File: src/hdl/ppo_port_regs.vh
// Operation
// [RQ1] Pull-up override enable makes the pull-up follow the override value alone.
// [RQ2] Without override, pull-up is on only for direction 0, output 1, disable 0.
// [RQ3] Under pull-up override, value 1 turns pull-up on, 0 turns it off.
// [RQ4] Direction override enable makes driver enable follow its value, else direction bit.
// [RQ5] Under direction override, value 1 enables the driver, 0 disables it.
// [RQ6] With driver on and value override enabled, the pad takes the override value.
// [RQ7] With value override off and driver on, the pad takes the output value bit.
// [RQ8] With value override enabled, the driven value equals the override value.
// [RQ9] Input enable override picks the input enable, else sleep state decides; the code also turns input on wherever pin change is enabled.
// [RQ10] Under input enable override, value 1 enables input, 0 disables it; the code keeps input on with value 0 while pin change is enabled.
// [RQ11] Peripherals get the raw input after the buffer, before the synchroniser.
// [RQ12] Each peripheral makes its own override enables and values.
// [RQ13] Strobes shared per port; clock, sleep, pull-up disable shared by all ports.
// [RQ14] Bit 7: main and timer oscillator output, pin change 7; bit 6 the inputs.
// [RQ15] Bits 5 to 2: SPI clock, MISO, MOSI, select; timer outputs on 3 and 2.
// [RQ16] Bit 1 timer1 match A; bit 0 capture in, divided clock, pin change 0.
// [RQ17] Bit 7 used as crystal clock pin is withheld from general I/O.
// [RQ18] Timer oscillator on bit 7 only with internal RC clock and async timer on.
// [RQ19] Async timer2 select 1 and external clock 0 detach bit 7 from the port.
// [RQ20] Bit 7 can raise pin change 7 whenever its pin change is enabled; the code holds bit 7 input off while it is a clock pin.
// [RQ21] While bit 7 is a clock pin, its direction, output and input read 0.
// [RQ22] Global pull-up disable set suppresses register-controlled pull-ups on all pins.
// [RQ23] Direction bit 1 makes an output, 0 an input, without override.
// [RQ24] Override selection is combinational, effective in the same cycle.
`ifndef PPO_PORT_REGS_VH
`define PPO_PORT_REGS_VH
`define PPO_IDX_PIN      4'h0
`define PPO_IDX_DIR      4'h1
`define PPO_IDX_OUT      4'h2
`define PPO_IDX_CTRL     4'h3
`define PPO_CTRL_PUD     0
`define PPO_CTRL_AS2     1
`define PPO_CTRL_EXTCLK  2
`define PPO_CTRL_INTRC   3
`define PPO_CTRL_XTAL    4
`define PPO_DIR_RST      8'h00
`define PPO_OUT_RST      8'h00
`define PPO_CTRL_RST     5'h08
`define PPO_SYNC_RST     8'h00
`endif

File: src/hdl/ppo_port.v
// Decided for this implementation: the placing of the registers and the Wishbone slave port.
`timescale 1ns/100ps
`include "ppo_port_regs.vh"
module ppo_port #(
  parameter WIDTH = 8
) (
  input  wire             mclk_i,
  input  wire             sys_rst_i,
  input  wire             wb_cyc_i,
  input  wire             wb_stb_i,
  input  wire             wb_we_i,
  input  wire [5:2]       wb_adr_i,
  input  wire [3:0]       wb_sel_i,
  input  wire [31:0]      wb_dat_i,
  output wire [31:0]      wb_dat_o,
  output wire             wb_ack_o,
  input  wire             sleep_i,
  input  wire [WIDTH-1:0] pullup_override_en_i,
  input  wire [WIDTH-1:0] pullup_override_val_i,
  input  wire [WIDTH-1:0] dir_override_en_i,
  input  wire [WIDTH-1:0] dir_override_val_i,
  input  wire [WIDTH-1:0] value_override_en_i,
  input  wire [WIDTH-1:0] value_override_val_i,
  input  wire [WIDTH-1:0] input_en_override_en_i,
  input  wire [WIDTH-1:0] input_en_override_val_i,
  input  wire [WIDTH-1:0] pin_change_en_i,
  input  wire [WIDTH-1:0] pad_i,
  output wire [WIDTH-1:0] pad_o,
  output wire [WIDTH-1:0] pad_oe_o,
  output wire [WIDTH-1:0] pullup_en_o,
  output wire [WIDTH-1:0] input_en_o,
  output wire [WIDTH-1:0] alt_digital_input_o,
  output wire [WIDTH-1:0] pin_change_src_o,
  output wire             spi_sck_in_o,
  output wire             spi_miso_in_o,
  output wire             spi_mosi_in_o,
  output wire             spi_ss_in_o,
  output wire             timer1_capture_in_o,
  output wire             main_osc_pins_o,
  output wire             timer_osc_pins_o,
  output wire             global_pullup_disable_o
);

  // ***************************************************************
  // Registers
  // ***************************************************************
  reg  [WIDTH-1:0] direction_reg;
  reg  [WIDTH-1:0] direction_next;
  reg  [WIDTH-1:0] out_value_reg;
  reg  [WIDTH-1:0] out_value_next;
  reg  [4:0]       ctrl_reg;
  reg  [4:0]       ctrl_next;
  reg  [WIDTH-1:0] sync1_reg;
  reg  [WIDTH-1:0] sync2_reg;
  reg              ack_reg;
  reg  [31:0]      rdata_reg;
  reg  [31:0]      rdata_next;

  wire             bus_req;
  wire             wr_lane0;
  wire             global_pullup_disable;
  wire             async_timer2_select;
  wire             ext_clock_select;
  wire             int_rc_select;
  wire             xtal_select;
  wire             bit7_clock_pin;
  wire [WIDTH-1:0] clk_pin_mask;
  wire [WIDTH-1:0] pu_oe;
  wire [WIDTH-1:0] pu_ov;
  wire [WIDTH-1:0] dd_oe;
  wire [WIDTH-1:0] dd_ov;
  wire [WIDTH-1:0] ie_oe;
  wire [WIDTH-1:0] ie_ov;
  wire [WIDTH-1:0] drv_en;
  wire [WIDTH-1:0] in_en;
  wire [WIDTH-1:0] di_raw;

  // ***************************************************************
  // Pin selection helper
  // ***************************************************************
  function [WIDTH-1:0] ovr_sel;
    input [WIDTH-1:0] en;
    input [WIDTH-1:0] val;
    input [WIDTH-1:0] dflt;
    begin
      ovr_sel = (en & val) | (~en & dflt);
    end
  endfunction

  // ***************************************************************
  // Clock pin decode for bit 7
  // ***************************************************************
  assign global_pullup_disable = ctrl_reg[`PPO_CTRL_PUD];  // [RQ13]
  assign async_timer2_select   = ctrl_reg[`PPO_CTRL_AS2];
  assign ext_clock_select      = ctrl_reg[`PPO_CTRL_EXTCLK];
  assign int_rc_select         = ctrl_reg[`PPO_CTRL_INTRC];
  assign xtal_select           = ctrl_reg[`PPO_CTRL_XTAL];

  // Crystal clock pin when the crystal is selected and the RC oscillator is not the chip clock
  assign main_osc_pins_o  = xtal_select & ~int_rc_select;  // [RQ17]
  // Timer oscillator only with RC chip clock and async timer crystal
  assign timer_osc_pins_o = int_rc_select & async_timer2_select
                            & ~ext_clock_select;  // [RQ18] [RQ19]
  assign bit7_clock_pin   = main_osc_pins_o | timer_osc_pins_o;  // [RQ14]
  assign clk_pin_mask     = {bit7_clock_pin, {(WIDTH-1){1'b0}}};
  assign global_pullup_disable_o = global_pullup_disable;

  // ***************************************************************
  // Override merge, clock pin forces everything off
  // ***************************************************************
  assign pu_oe = pullup_override_en_i | clk_pin_mask;
  assign pu_ov = pullup_override_val_i & ~clk_pin_mask;
  assign dd_oe = dir_override_en_i | clk_pin_mask;
  assign dd_ov = dir_override_val_i & ~clk_pin_mask;
  assign ie_oe = input_en_override_en_i | clk_pin_mask | pin_change_en_i;  // [RQ20]
  assign ie_ov = (input_en_override_val_i | pin_change_en_i) & ~clk_pin_mask;

  // ***************************************************************
  // Pad control, combinational
  // ***************************************************************
  // Pull-up
  assign pullup_en_o = ovr_sel(pu_oe, pu_ov,
                       ~direction_reg & out_value_reg
                       & {WIDTH{~global_pullup_disable}});  // [RQ1] [RQ2] [RQ3] [RQ22] [RQ24]

  // Output driver enable
  assign drv_en   = ovr_sel(dd_oe, dd_ov, direction_reg);  // [RQ4] [RQ5] [RQ23] [RQ24]
  assign pad_oe_o = drv_en;

  // Driven value, only meaningful while driver enabled
  assign pad_o = ovr_sel(value_override_en_i, value_override_val_i,
                         out_value_reg) & drv_en;  // [RQ6] [RQ7] [RQ8] [RQ24]

  // Digital input enable, sleep clamps by default
  assign in_en      = ovr_sel(ie_oe, ie_ov, {WIDTH{~sleep_i}});  // [RQ9] [RQ10] [RQ24]
  assign input_en_o = in_en;

  // Raw input after clamp, before synchroniser
  assign di_raw              = pad_i & in_en;  // [RQ11]
  assign alt_digital_input_o = di_raw;  // [RQ11] [RQ12]

  // ***************************************************************
  // Alternate function inputs
  // ***************************************************************
  assign pin_change_src_o    = di_raw;  // [RQ14] [RQ15] [RQ16] [RQ20]
  assign spi_sck_in_o        = di_raw[5];  // [RQ15]
  assign spi_miso_in_o       = di_raw[4];  // [RQ15]
  assign spi_mosi_in_o       = di_raw[3];  // [RQ15]
  assign spi_ss_in_o         = di_raw[2];  // [RQ15]
  assign timer1_capture_in_o = di_raw[0];  // [RQ16]

  // ***************************************************************
  // Input synchroniser
  // ***************************************************************
  always @(posedge mclk_i or posedge sys_rst_i)
  begin
    if (sys_rst_i)
    begin
      sync1_reg <= `PPO_SYNC_RST;
      sync2_reg <= `PPO_SYNC_RST;
    end
    else
    begin
      sync1_reg <= di_raw;
      sync2_reg <= sync1_reg;
    end
  end

  // ***************************************************************
  // Wishbone slave
  // ***************************************************************
  assign bus_req  = wb_cyc_i & wb_stb_i & ~ack_reg;
  assign wr_lane0 = bus_req & wb_we_i & wb_sel_i[0];  // [RQ13]

  always @*
  begin
    direction_next = direction_reg;
    out_value_next = out_value_reg;
    ctrl_next      = ctrl_reg;
    rdata_next     = 32'h0000_0000;
    if (wr_lane0)
    begin
      case (wb_adr_i)
        `PPO_IDX_PIN:  out_value_next = out_value_reg ^ wb_dat_i[WIDTH-1:0];
        `PPO_IDX_DIR:  direction_next = wb_dat_i[WIDTH-1:0];
        `PPO_IDX_OUT:  out_value_next = wb_dat_i[WIDTH-1:0];
        `PPO_IDX_CTRL: ctrl_next      = wb_dat_i[4:0];
        default:       ctrl_next      = ctrl_reg;
      endcase
    end
    if (bus_req & ~wb_we_i)
    begin
      case (wb_adr_i)
        `PPO_IDX_PIN:  rdata_next[WIDTH-1:0] = sync2_reg & ~clk_pin_mask;  // [RQ21]
        `PPO_IDX_DIR:  rdata_next[WIDTH-1:0] = direction_reg & ~clk_pin_mask;  // [RQ21]
        `PPO_IDX_OUT:  rdata_next[WIDTH-1:0] = out_value_reg & ~clk_pin_mask;  // [RQ21]
        `PPO_IDX_CTRL: rdata_next[4:0]       = ctrl_reg;
        default:       rdata_next            = 32'h0000_0000;
      endcase
    end
  end

  always @(posedge mclk_i or posedge sys_rst_i)
  begin
    if (sys_rst_i)
    begin
      direction_reg <= `PPO_DIR_RST;
      out_value_reg <= `PPO_OUT_RST;
      ctrl_reg      <= `PPO_CTRL_RST;
      ack_reg       <= 1'b0;
      rdata_reg     <= 32'h0000_0000;
    end
    else
    begin
      direction_reg <= direction_next;
      out_value_reg <= out_value_next;
      ctrl_reg      <= ctrl_next;
      ack_reg       <= bus_req;
      rdata_reg     <= rdata_next;
    end
  end

  assign wb_ack_o = ack_reg;
  assign wb_dat_o = rdata_reg;

endmodule

File: config.mk
export PLATFORM = sky130hd
export DESIGN_NAME = ppo_port
export DESIGN_NICKNAME = d
export VERILOG_FILES = /design/src/hdl/ppo_port.v
export VERILOG_INCLUDE_DIRS = /design/src /design/src/hdl
export SDC_FILE = /design/constraint.sdc
export NUM_CORES = 1
export LEC_CHECK = 0
export ABC_AREA = 0
export BUFFER_PORTS_ARGS = -buffer_cell sky130_fd_sc_hd__buf_2
export CAP_MARGIN = 20
export CORE_UTILIZATION = 23
export CTS_CLUSTER_SIZE = 20
export DETAILED_ROUTE_END_ITERATION = 16
export PLACE_DENSITY = 0.57
export SLEW_MARGIN = 20
export SYNTH_ARGS = -nofsm -noshare
export SYNTH_HDL_FRONTEND = slang
export SYNTH_SLANG_ARGS = --single-unit
File: constraint.sdc
create_clock -name mclk_i -period 1.9 [get_ports mclk_i]
set_input_delay 0.38 -clock mclk_i [delete_from_list [all_inputs] [get_ports mclk_i]]
set_output_delay 0.38 -clock mclk_i [all_outputs]
set_load 0.1 [all_outputs]
# Word-level counts from Yosys, hierarchy flattened
# Cells that the tools add are included.
[word_totals]
ff_bits = 70
inputBits = 126
out_inout_bits = 89
elab_cells = 68
[classes]
eq_ne = 3
mux = 4
bitwise = 49
n_reduce_logical = 5
[op_table]
columns = ["operator", "n"]
rows = [
  ["$and A8 B8 Y8", 18],
  ["$or A8 B8 Y8", 9],
  ["$not A8 Y8", 6],
  ["$pmux W5 S4", 1],
  ["$pmux W8 S2", 1],
  ["$pmux W3 S3", 1],
  ["$and A1 B1 Y1", 8],
  ["$eq A4 B2 Y1 const B", 2],
  ["$mux W8", 1],
  ["$xor A8 B8 Y8", 1],
  ["$not A1 Y1", 6],
  ["$reduce_and A2 Y1", 3],
  ["$eq A4 B1 Y1 const B", 1],
  ["$logic_not A4 Y1", 1],
  ["$reduce_bool A2 Y1", 1],
  ["$or A1 B1 Y1", 1],
]

# Logic depth before layout (Yosys ltp)
# Gate-level depths: netlist (run 1).
[logic_depth]
word_depth = 9
depth_mapped = 6

# Least setup slack after synthesis (run 1)
# No wires, ideal clock.
[synth_timing]
kind = "reg2out"
start = "register ctrl_reg[0]"
end = "output pullup_en_o[0]"
arrival_time_ps = 4205
required_time_ps = 1520
setup_slack_ps = -2685
stages_incl_launch_ff = 3
path_cell_list = "dfrtp_1 clkbuf_1 o41ai_1"
[synth_between]
elab_chain_cells = 4
[synth_lines]
columns = ["element", "line", "rtl"]
rows = [
  ["from (decl)", "ppo_port.v:51", "reg [4:0] ctrl_reg;"],
  ["from (signal assigned)", "ppo_port.v:209", "ctrl_reg <= `PPO_CTRL_RST;"],
  ["from (signal assigned)", "ppo_port.v:217", "ctrl_reg <= ctrl_next;"],
  ["$not A1 Y1", "ppo_port.v:124", "& {WIDTH{~global_pullup_disable}});"],
  ["$and A8 B8 Y8", "ppo_port.v:124", ""],
  ["$and A8 B8 Y8", "ppo_port.v:86", "ovr_sel = (en & val) | (~en & dflt);"],
  ["$or A8 B8 Y8", "ppo_port.v:86", ""],
  ["to (decl)", "ppo_port.v:30", "output wire [WIDTH-1:0] pullup_en_o,"],
]
# No other way between the ends.

# Final worst setup path (run 1)
[layout_timing]
start = "register ctrl_reg[3]"
end = "output pin_change_src_o[7]"
[layout_between]
elab_chain_cells = 9
elab_cells_between_ends = 14
cone_classes = "14 x bitwise"
[layout_lines]
columns = ["element", "line", "rtl"]
rows = [
  ["$and A1 B1 Y1 / $not A1 Y1 (equally long branches)", "ppo_port.v:102, ppo_port.v:100", ""],
  ["$and A1 B1 Y1 (on tied branches)", "ppo_port.v:103, ppo_port.v:100", ""],
  ["$or A1 B1 Y1 (*)", "ppo_port.v:104", "assign bit7_clock_pin = main_osc_pins_o | timer_osc_pins_o;"],
  ["$or A8 B8 Y8 (2 in series)", "ppo_port.v:115", "assign ie_oe = input_en_override_en_i | clk_pin_mask | pin_change_en_i;"],
  ["$not A8 Y8", "ppo_port.v:86", ""],
  ["$and A8 B8 Y8", "ppo_port.v:86", ""],
  ["$or A8 B8 Y8 (*)", "ppo_port.v:86", ""],
  ["$and A8 B8 Y8 (*)", "ppo_port.v:139", "assign di_raw = pad_i & in_en;"],
  ["to (decl)", "ppo_port.v:33", "output wire [WIDTH-1:0] pin_change_src_o,"],
]
# Mark *: on every way between the ends. The rest lies on a longest branch, timed or not.

==> run metrics, run 1 <==
status=finished with violations; failing checks=negative setup slack; clk_lat worst skew=280 ps; Total Nets Final=569; Crit Path Class=reg -> out; first-pass GRT wire length=13200 um; final std cells w/o fill=613; DR WL met3=589 um; vias in the first global route=2686; Rows=40; Via density=4.20; Final Power=3790 uW; pin count of the biggest net entering global routing=31; CTS tree=built; Tcrit/Tclk final=1.05; Slew Limit Fails=0; Post-Route WL=8080 um; Final Hold Viols=0; WL met1=3290 um; post-route worst setup slack=-99.7 ps; Post-synth EDFFs=0; Worst Skew=3.45 ps; worst setup path start=ctrl_reg[3]; most common cell after layout, fill and taps aside=buf_2; top layer in use=met4; minimum clock period=2000 ps; Num CTS Buffers=5; GRT overflow=0; worst r2r src=wb_ack_o; routed len/inst=13.2 um; worst-path cell chain=nor2b_4, or2_4, nor2_4, and2_4, buf_12; I/O pin total=215; CTS Hold Bufs=0; number of synthesized register bits=46; Crit path largest cell delay=560 ps; final setup violation count=6; met2 wire length=4100 um; GPL Wtd Cong=0.753; Sum Neg Setup Slack=-463 ps; Tot GR Track Use=0.131; Mapped Area=2850 sq um; Root Driver=clkbuf_16; Critical Path AT=1620 ps; DRT Pass-1 Iters=4; max-cap viol count=0; initial core utilization=0.237; Worst setup EP type=output pin; slew margin rel.=0.676; # clock sinks=46; Adder-Cell Fraction of Synth Area=0; share of cells above drive strength 1=0.604; filler cell count=1147; Post-Synth XOR/XNOR Area=0.00307; Register Area=1160 sq um; slowest CP cell=dfstp_2; Synth Area in Simple Gates=0.179; most frequent cells in the layout=buf_2 (116), buf_12 (45), dfrtp_1 (43); PwrDens=764 nW/um^2; H-tree depth=2; sequential area share after synthesis=0.404; Area Growth Syn to Fin=73.7%; peak supply drop=0.319 mV; largest family of logic cells by synthesized area=simple AND/OR/NAND/NOR gates; Most used DFF post-synth=dfrtp_1; DRT antenna net count=0; Syn. warnings=0; initial antenna violation count=1; RSZ-0062 raised after global routing=yes; Least-Margin Pin Slew=472 ps; multi-input logic area=1730 sq um; placed insts=595; clock buffer depth=2; core footprint=12100 sq um; die width=113 um; Post-synth ARST share=1.00; Post-Syn Instances=278; Die Span Y=113 um; worst min path class=in -> async; CP max FO=5; Worst setup SP type=flop; DRC=0; complex-gate fraction of the synthesized area=0.120; vias after detailed routing=2577; syn avg cell area=10.3 sq um; Static Leak=0.00245 uW; Reg clk slew, reported paths=60 ps; # port buffers=163; Worst Path Required=1520 ps; die area=12900 sq um; dpl hpwl=6660 um; mux share of post-synthesis cell area=0.153; post-synth cell types=46; FMAX=0.500 GHz; Initial DRC Count=87
-- where the power goes --
part           switching, uW  total (uW)  internal [uW]
clock                    355         970            615
sequential              42.2        1070           1030
combinational           1180        1750            564
total                   1580        3790           2210
-- final timing paths --
| kind | to | slack (ps) | depth (start not counted) |
|---|---|---|---|
| worst max-delay path | pin_change_src_o[7] | -100 | 5 |
| worst min-delay path | sync1_reg[3] | 80 | 2 |
| worst max register to register | direction_reg[2] | 220 | 5 |
| worst min register to register | sync2_reg[2] | 350 | 0 |
| max in group asynchronous | ctrl_reg[3] | 1270 | 3 |
| min in group mclk_i | sync2_reg[2] | 350 | 0 |
-- metrics by stage --
| stage | hold WS (ps) | util | setup slack, ps | instance area [sq um] |
|---|---|---|---|---|
| floorplan | 331 | - | -676 | 3480 |
| global placement | 335 | 0.388 | 121 | 4680 |
| detailed placement | 337 | 0.388 | 111 | 4680 |
| CTS | 87.3 | 0.409 | -159 | 4930 |
| global route | 118 | 0.411 | -163 | 4950 |
| finish | 75.2 | 0.411 | -99.7 | 4960 |
-- logic make-up after synthesis --
logic type	after synthesis
simple gates	91
buf+inv	59
flops	46
compound gates	42
mux	38
xor+xnor	1
other cells	1
-- metal layers --
metal  global-route usage  vias to the layer above
met4               0.0368                        0
met2                0.237                      125
met3               0.0329                        7
li1                     -                     1248
met5                    0                        -
met1                0.153                     1197
-- worst max-delay path, delay by kind of cell (launching register included) --
family,cells,cell delay (ps)
AND/OR/NAND/NOR,4,580
flip-flops,1,560
buffers and inverters,1,180
-- cell usage after synthesis (2+ instances only) --
cell | count | share of area
mux2_1 | 5 | 0.020
inv_1 | 12 | 0.016
o22a_1 | 5 | 0.015
nor2b_1 | 5 | 0.011
a32oi_1 | 2 | 0.0061
buf_6 | 4 | 0.016
o311ai_2 | 2 | 0.011
buf_4 | 38 | 0.10
and3b_1 | 2 | 0.0061
mux2_4 | 8 | 0.042
clkbuf_1 | 3 | 0.0039
o41ai_1 | 7 | 0.021
mux2i_1 | 16 | 0.056
o21ai_0 | 8 | 0.014
mux2_2 | 9 | 0.036
or3_1 | 5 | 0.011
dfrtp_1 | 45 | 0.39
and2_1 | 15 | 0.033
nand2b_1 | 2 | 0.0044
nor2_1 | 21 | 0.028
a211oi_1 | 2 | 0.0053
nand3_1 | 12 | 0.021
o21ai_1 | 2 | 0.0035
o21ai_2 | 2 | 0.0061
o311ai_1 | 2 | 0.0061
a211o_1 | 6 | 0.018
buf_2 | 2 | 0.0035
nand2_1 | 18 | 0.024
-- timing repair --
| action | 4_1_cts | 5_1_grt |
|---|---|---|
| setup endpoints to repair | 12 | 11 |
| pin swaps | 3 | 5 |
| hold endpoints to repair | 0 | 0 |
| buffers inserted | 8 | 1 |
| gates resized for setup | 3 | 6 |
| gates cloned | 0 | 0 |
-- area by class of cell --
cell class | instances | share of cell area
Multi-Input combinational cell | 196 | 0.349
Timing Repair Buffer | 182 | 0.332
Sequential cell | 46 | 0.233
Tap cell | 168 | 0.0424
Clock buffer | 5 | 0.0252
Inverter | 12 | 0.00909
Clock inverter | 3 | 0.00808
Antenna cell | 1 | 0.000505
No activity file was read; power rests on OpenSTA's default activity.
==> run 2, diff against run 1 <==
--- a/config.mk
+++ b/config.mk
@@ -13,6 +13,7 @@
 export CTS_CLUSTER_SIZE = 20
 export DETAILED_ROUTE_END_ITERATION = 16
 export PLACE_DENSITY = 0.57
+export RECOVER_POWER = 25
 export SLEW_MARGIN = 20
 export SYNTH_ARGS = -nofsm -noshare
 export SYNTH_HDL_FRONTEND = slang
==> run metrics, run 2 (same netlist as run 1, synthesis figures left out) <==
dpl hpwl=6660 um; Critical Path AT=1620 ps; die area=12900 sq um; initial core utilization=0.237; RSZ-0062 raised after global routing=yes; I/O pin total=215; post-route worst setup slack=-100 ps; Worst setup EP type=output pin; clock buffer depth=2; Worst setup SP type=flop; Tot GR Track Use=0.131; share of cells above drive strength 1=0.601; H-tree depth=2; initial antenna violation count=1; Rows=40; CTS tree=built; CTS Hold Bufs=0; Crit Path Class=reg -> out; Final Hold Viols=0; worst min path class=in -> async; Final Core Density=0.410; placed insts=595; Worst Path Required=1520 ps; Least-Margin Pin Slew=761 ps; FMAX=0.500 GHz; first-pass GRT wire length=13200 um; final setup violation count=6; routed len/inst=13.2 um; DP Area=4680 sq um; DRT antenna net count=0; DRT Pass-1 Iters=4; PwrDens=766 nW/um^2; Tcrit/Tclk final=1.05; die width=113 um; Die Span Y=113 um; slew margin rel.=0.493; vias after detailed routing=2592; final std cells w/o fill=613; most common cell after layout, fill and taps aside=buf_2; # clock sinks=46; Via density=4.23; DRC=0; Area Growth Syn to Fin=73.2%; Initial DRC Count=104; GRT overflow=0; Post-Route WL=8100 um; pin count of the biggest net entering global routing=31; Static Leak=0.00245 uW; GPL Wtd Cong=0.753; max-cap viol count=0; Slew Limit Fails=0; CP max FO=5; status=finished with violations; peak supply drop=0.319 mV; Num CTS Buffers=5; vias in the first global route=2686; Reg clk slew, reported paths=60 ps; most frequent cells in the layout=buf_2 (116), buf_12 (44), dfrtp_1 (43); clk_lat worst skew=280 ps; Root Driver=clkbuf_16; # port buffers=163; core footprint=12100 sq um; minimum clock period=2000 ps; Total Nets Final=569; finished layout cell area=4940 sq um; Worst Skew=3.38 ps; failing checks=negative setup slack
==> run 2: changes by cell type in the layout (fill, tap and decap cells not counted), sizes merged <==
cell / change
clkbuf: +1
buf: -1
==> run 2: power by group <==
group          switching [uW]  leakage (uW)  total [uW]  internal (uW)
registers                42.5      0.000564        1070           1030
clock network             354     0.0000836         969            615
logic                    1180       0.00180        1740            561
==> run 2: critical path, cell delays in order, from the launching register on <==
cell and delay (ps):
dfstp_2 560, nor2b_4 40, or2_4 270, nor2_4 90
and2_4 180, buf_12 180
==> run 2: metrics by stage <==
stage               power (uW)  TNS (ps)  hold slack (ps)  setup slack, ps
floorplan                 2450     -4990              331             -676
global placement          2800         0              335              121
detailed placement        2820         0              337              111
CTS                       3820      -649             87.3             -159
global route              3930      -846              262             -163
finish                    3780      -464              182             -100
==> run 2: path summary, 6_finish.rpt <==
| kind | start | slack, ps | to | cells past startpoint |
|---|---|---|---|---|
| worst max-delay path | ctrl_reg[3] | -100 | pin_change_src_o[7] | 5 |
| worst min register to register | sync1_reg[2] | 350 | sync2_reg[2] | 0 |
| max in group asynchronous | sys_rst_i | 460 | ctrl_reg[0] | 3 |
| min in group mclk_i | sync1_reg[2] | 350 | sync2_reg[2] | 0 |
| worst min-delay path | sys_rst_i | 180 | sync1_reg[3] | 2 |
| worst max register to register | wb_ack_o | 220 | direction_reg[2] | 5 |
==> run 2: repair_timing <==
| action | CTS | global route |
|---|---|---|
| resized for setup | 3 | 6 |
| cloned | 0 | 0 |
| endpoints found under the setup margin | 12 | 11 |
| pin swaps | 3 | 5 |
| setup buffers | 8 | 1 |
==> run 2: area by class of cell <==
class	count	area (sq um)
Multi-Input combinational cell	196	1730
Antenna cell	1	2.50
Sequential cell	46	1160
Clock inverter	3	40.0
Clock buffer	5	125
Timing Repair Buffer	182	1630
Inverter	12	45.0
Fill cell	1148	7120
Tap cell	168	210
==> run 2: per-layer routing <==
metal / GRT usage / up-vias / wire [um] / part of all wire
li1: - / 1247 / - / -
met5: 0 / - / 0 / 0
met3: 0.0329 / 7 / 589 / 0.073
met1: 0.153 / 1213 / 3300 / 0.41
met2: 0.237 / 125 / 4110 / 0.51
met4: 0.0368 / 0 / 95 / 0.012
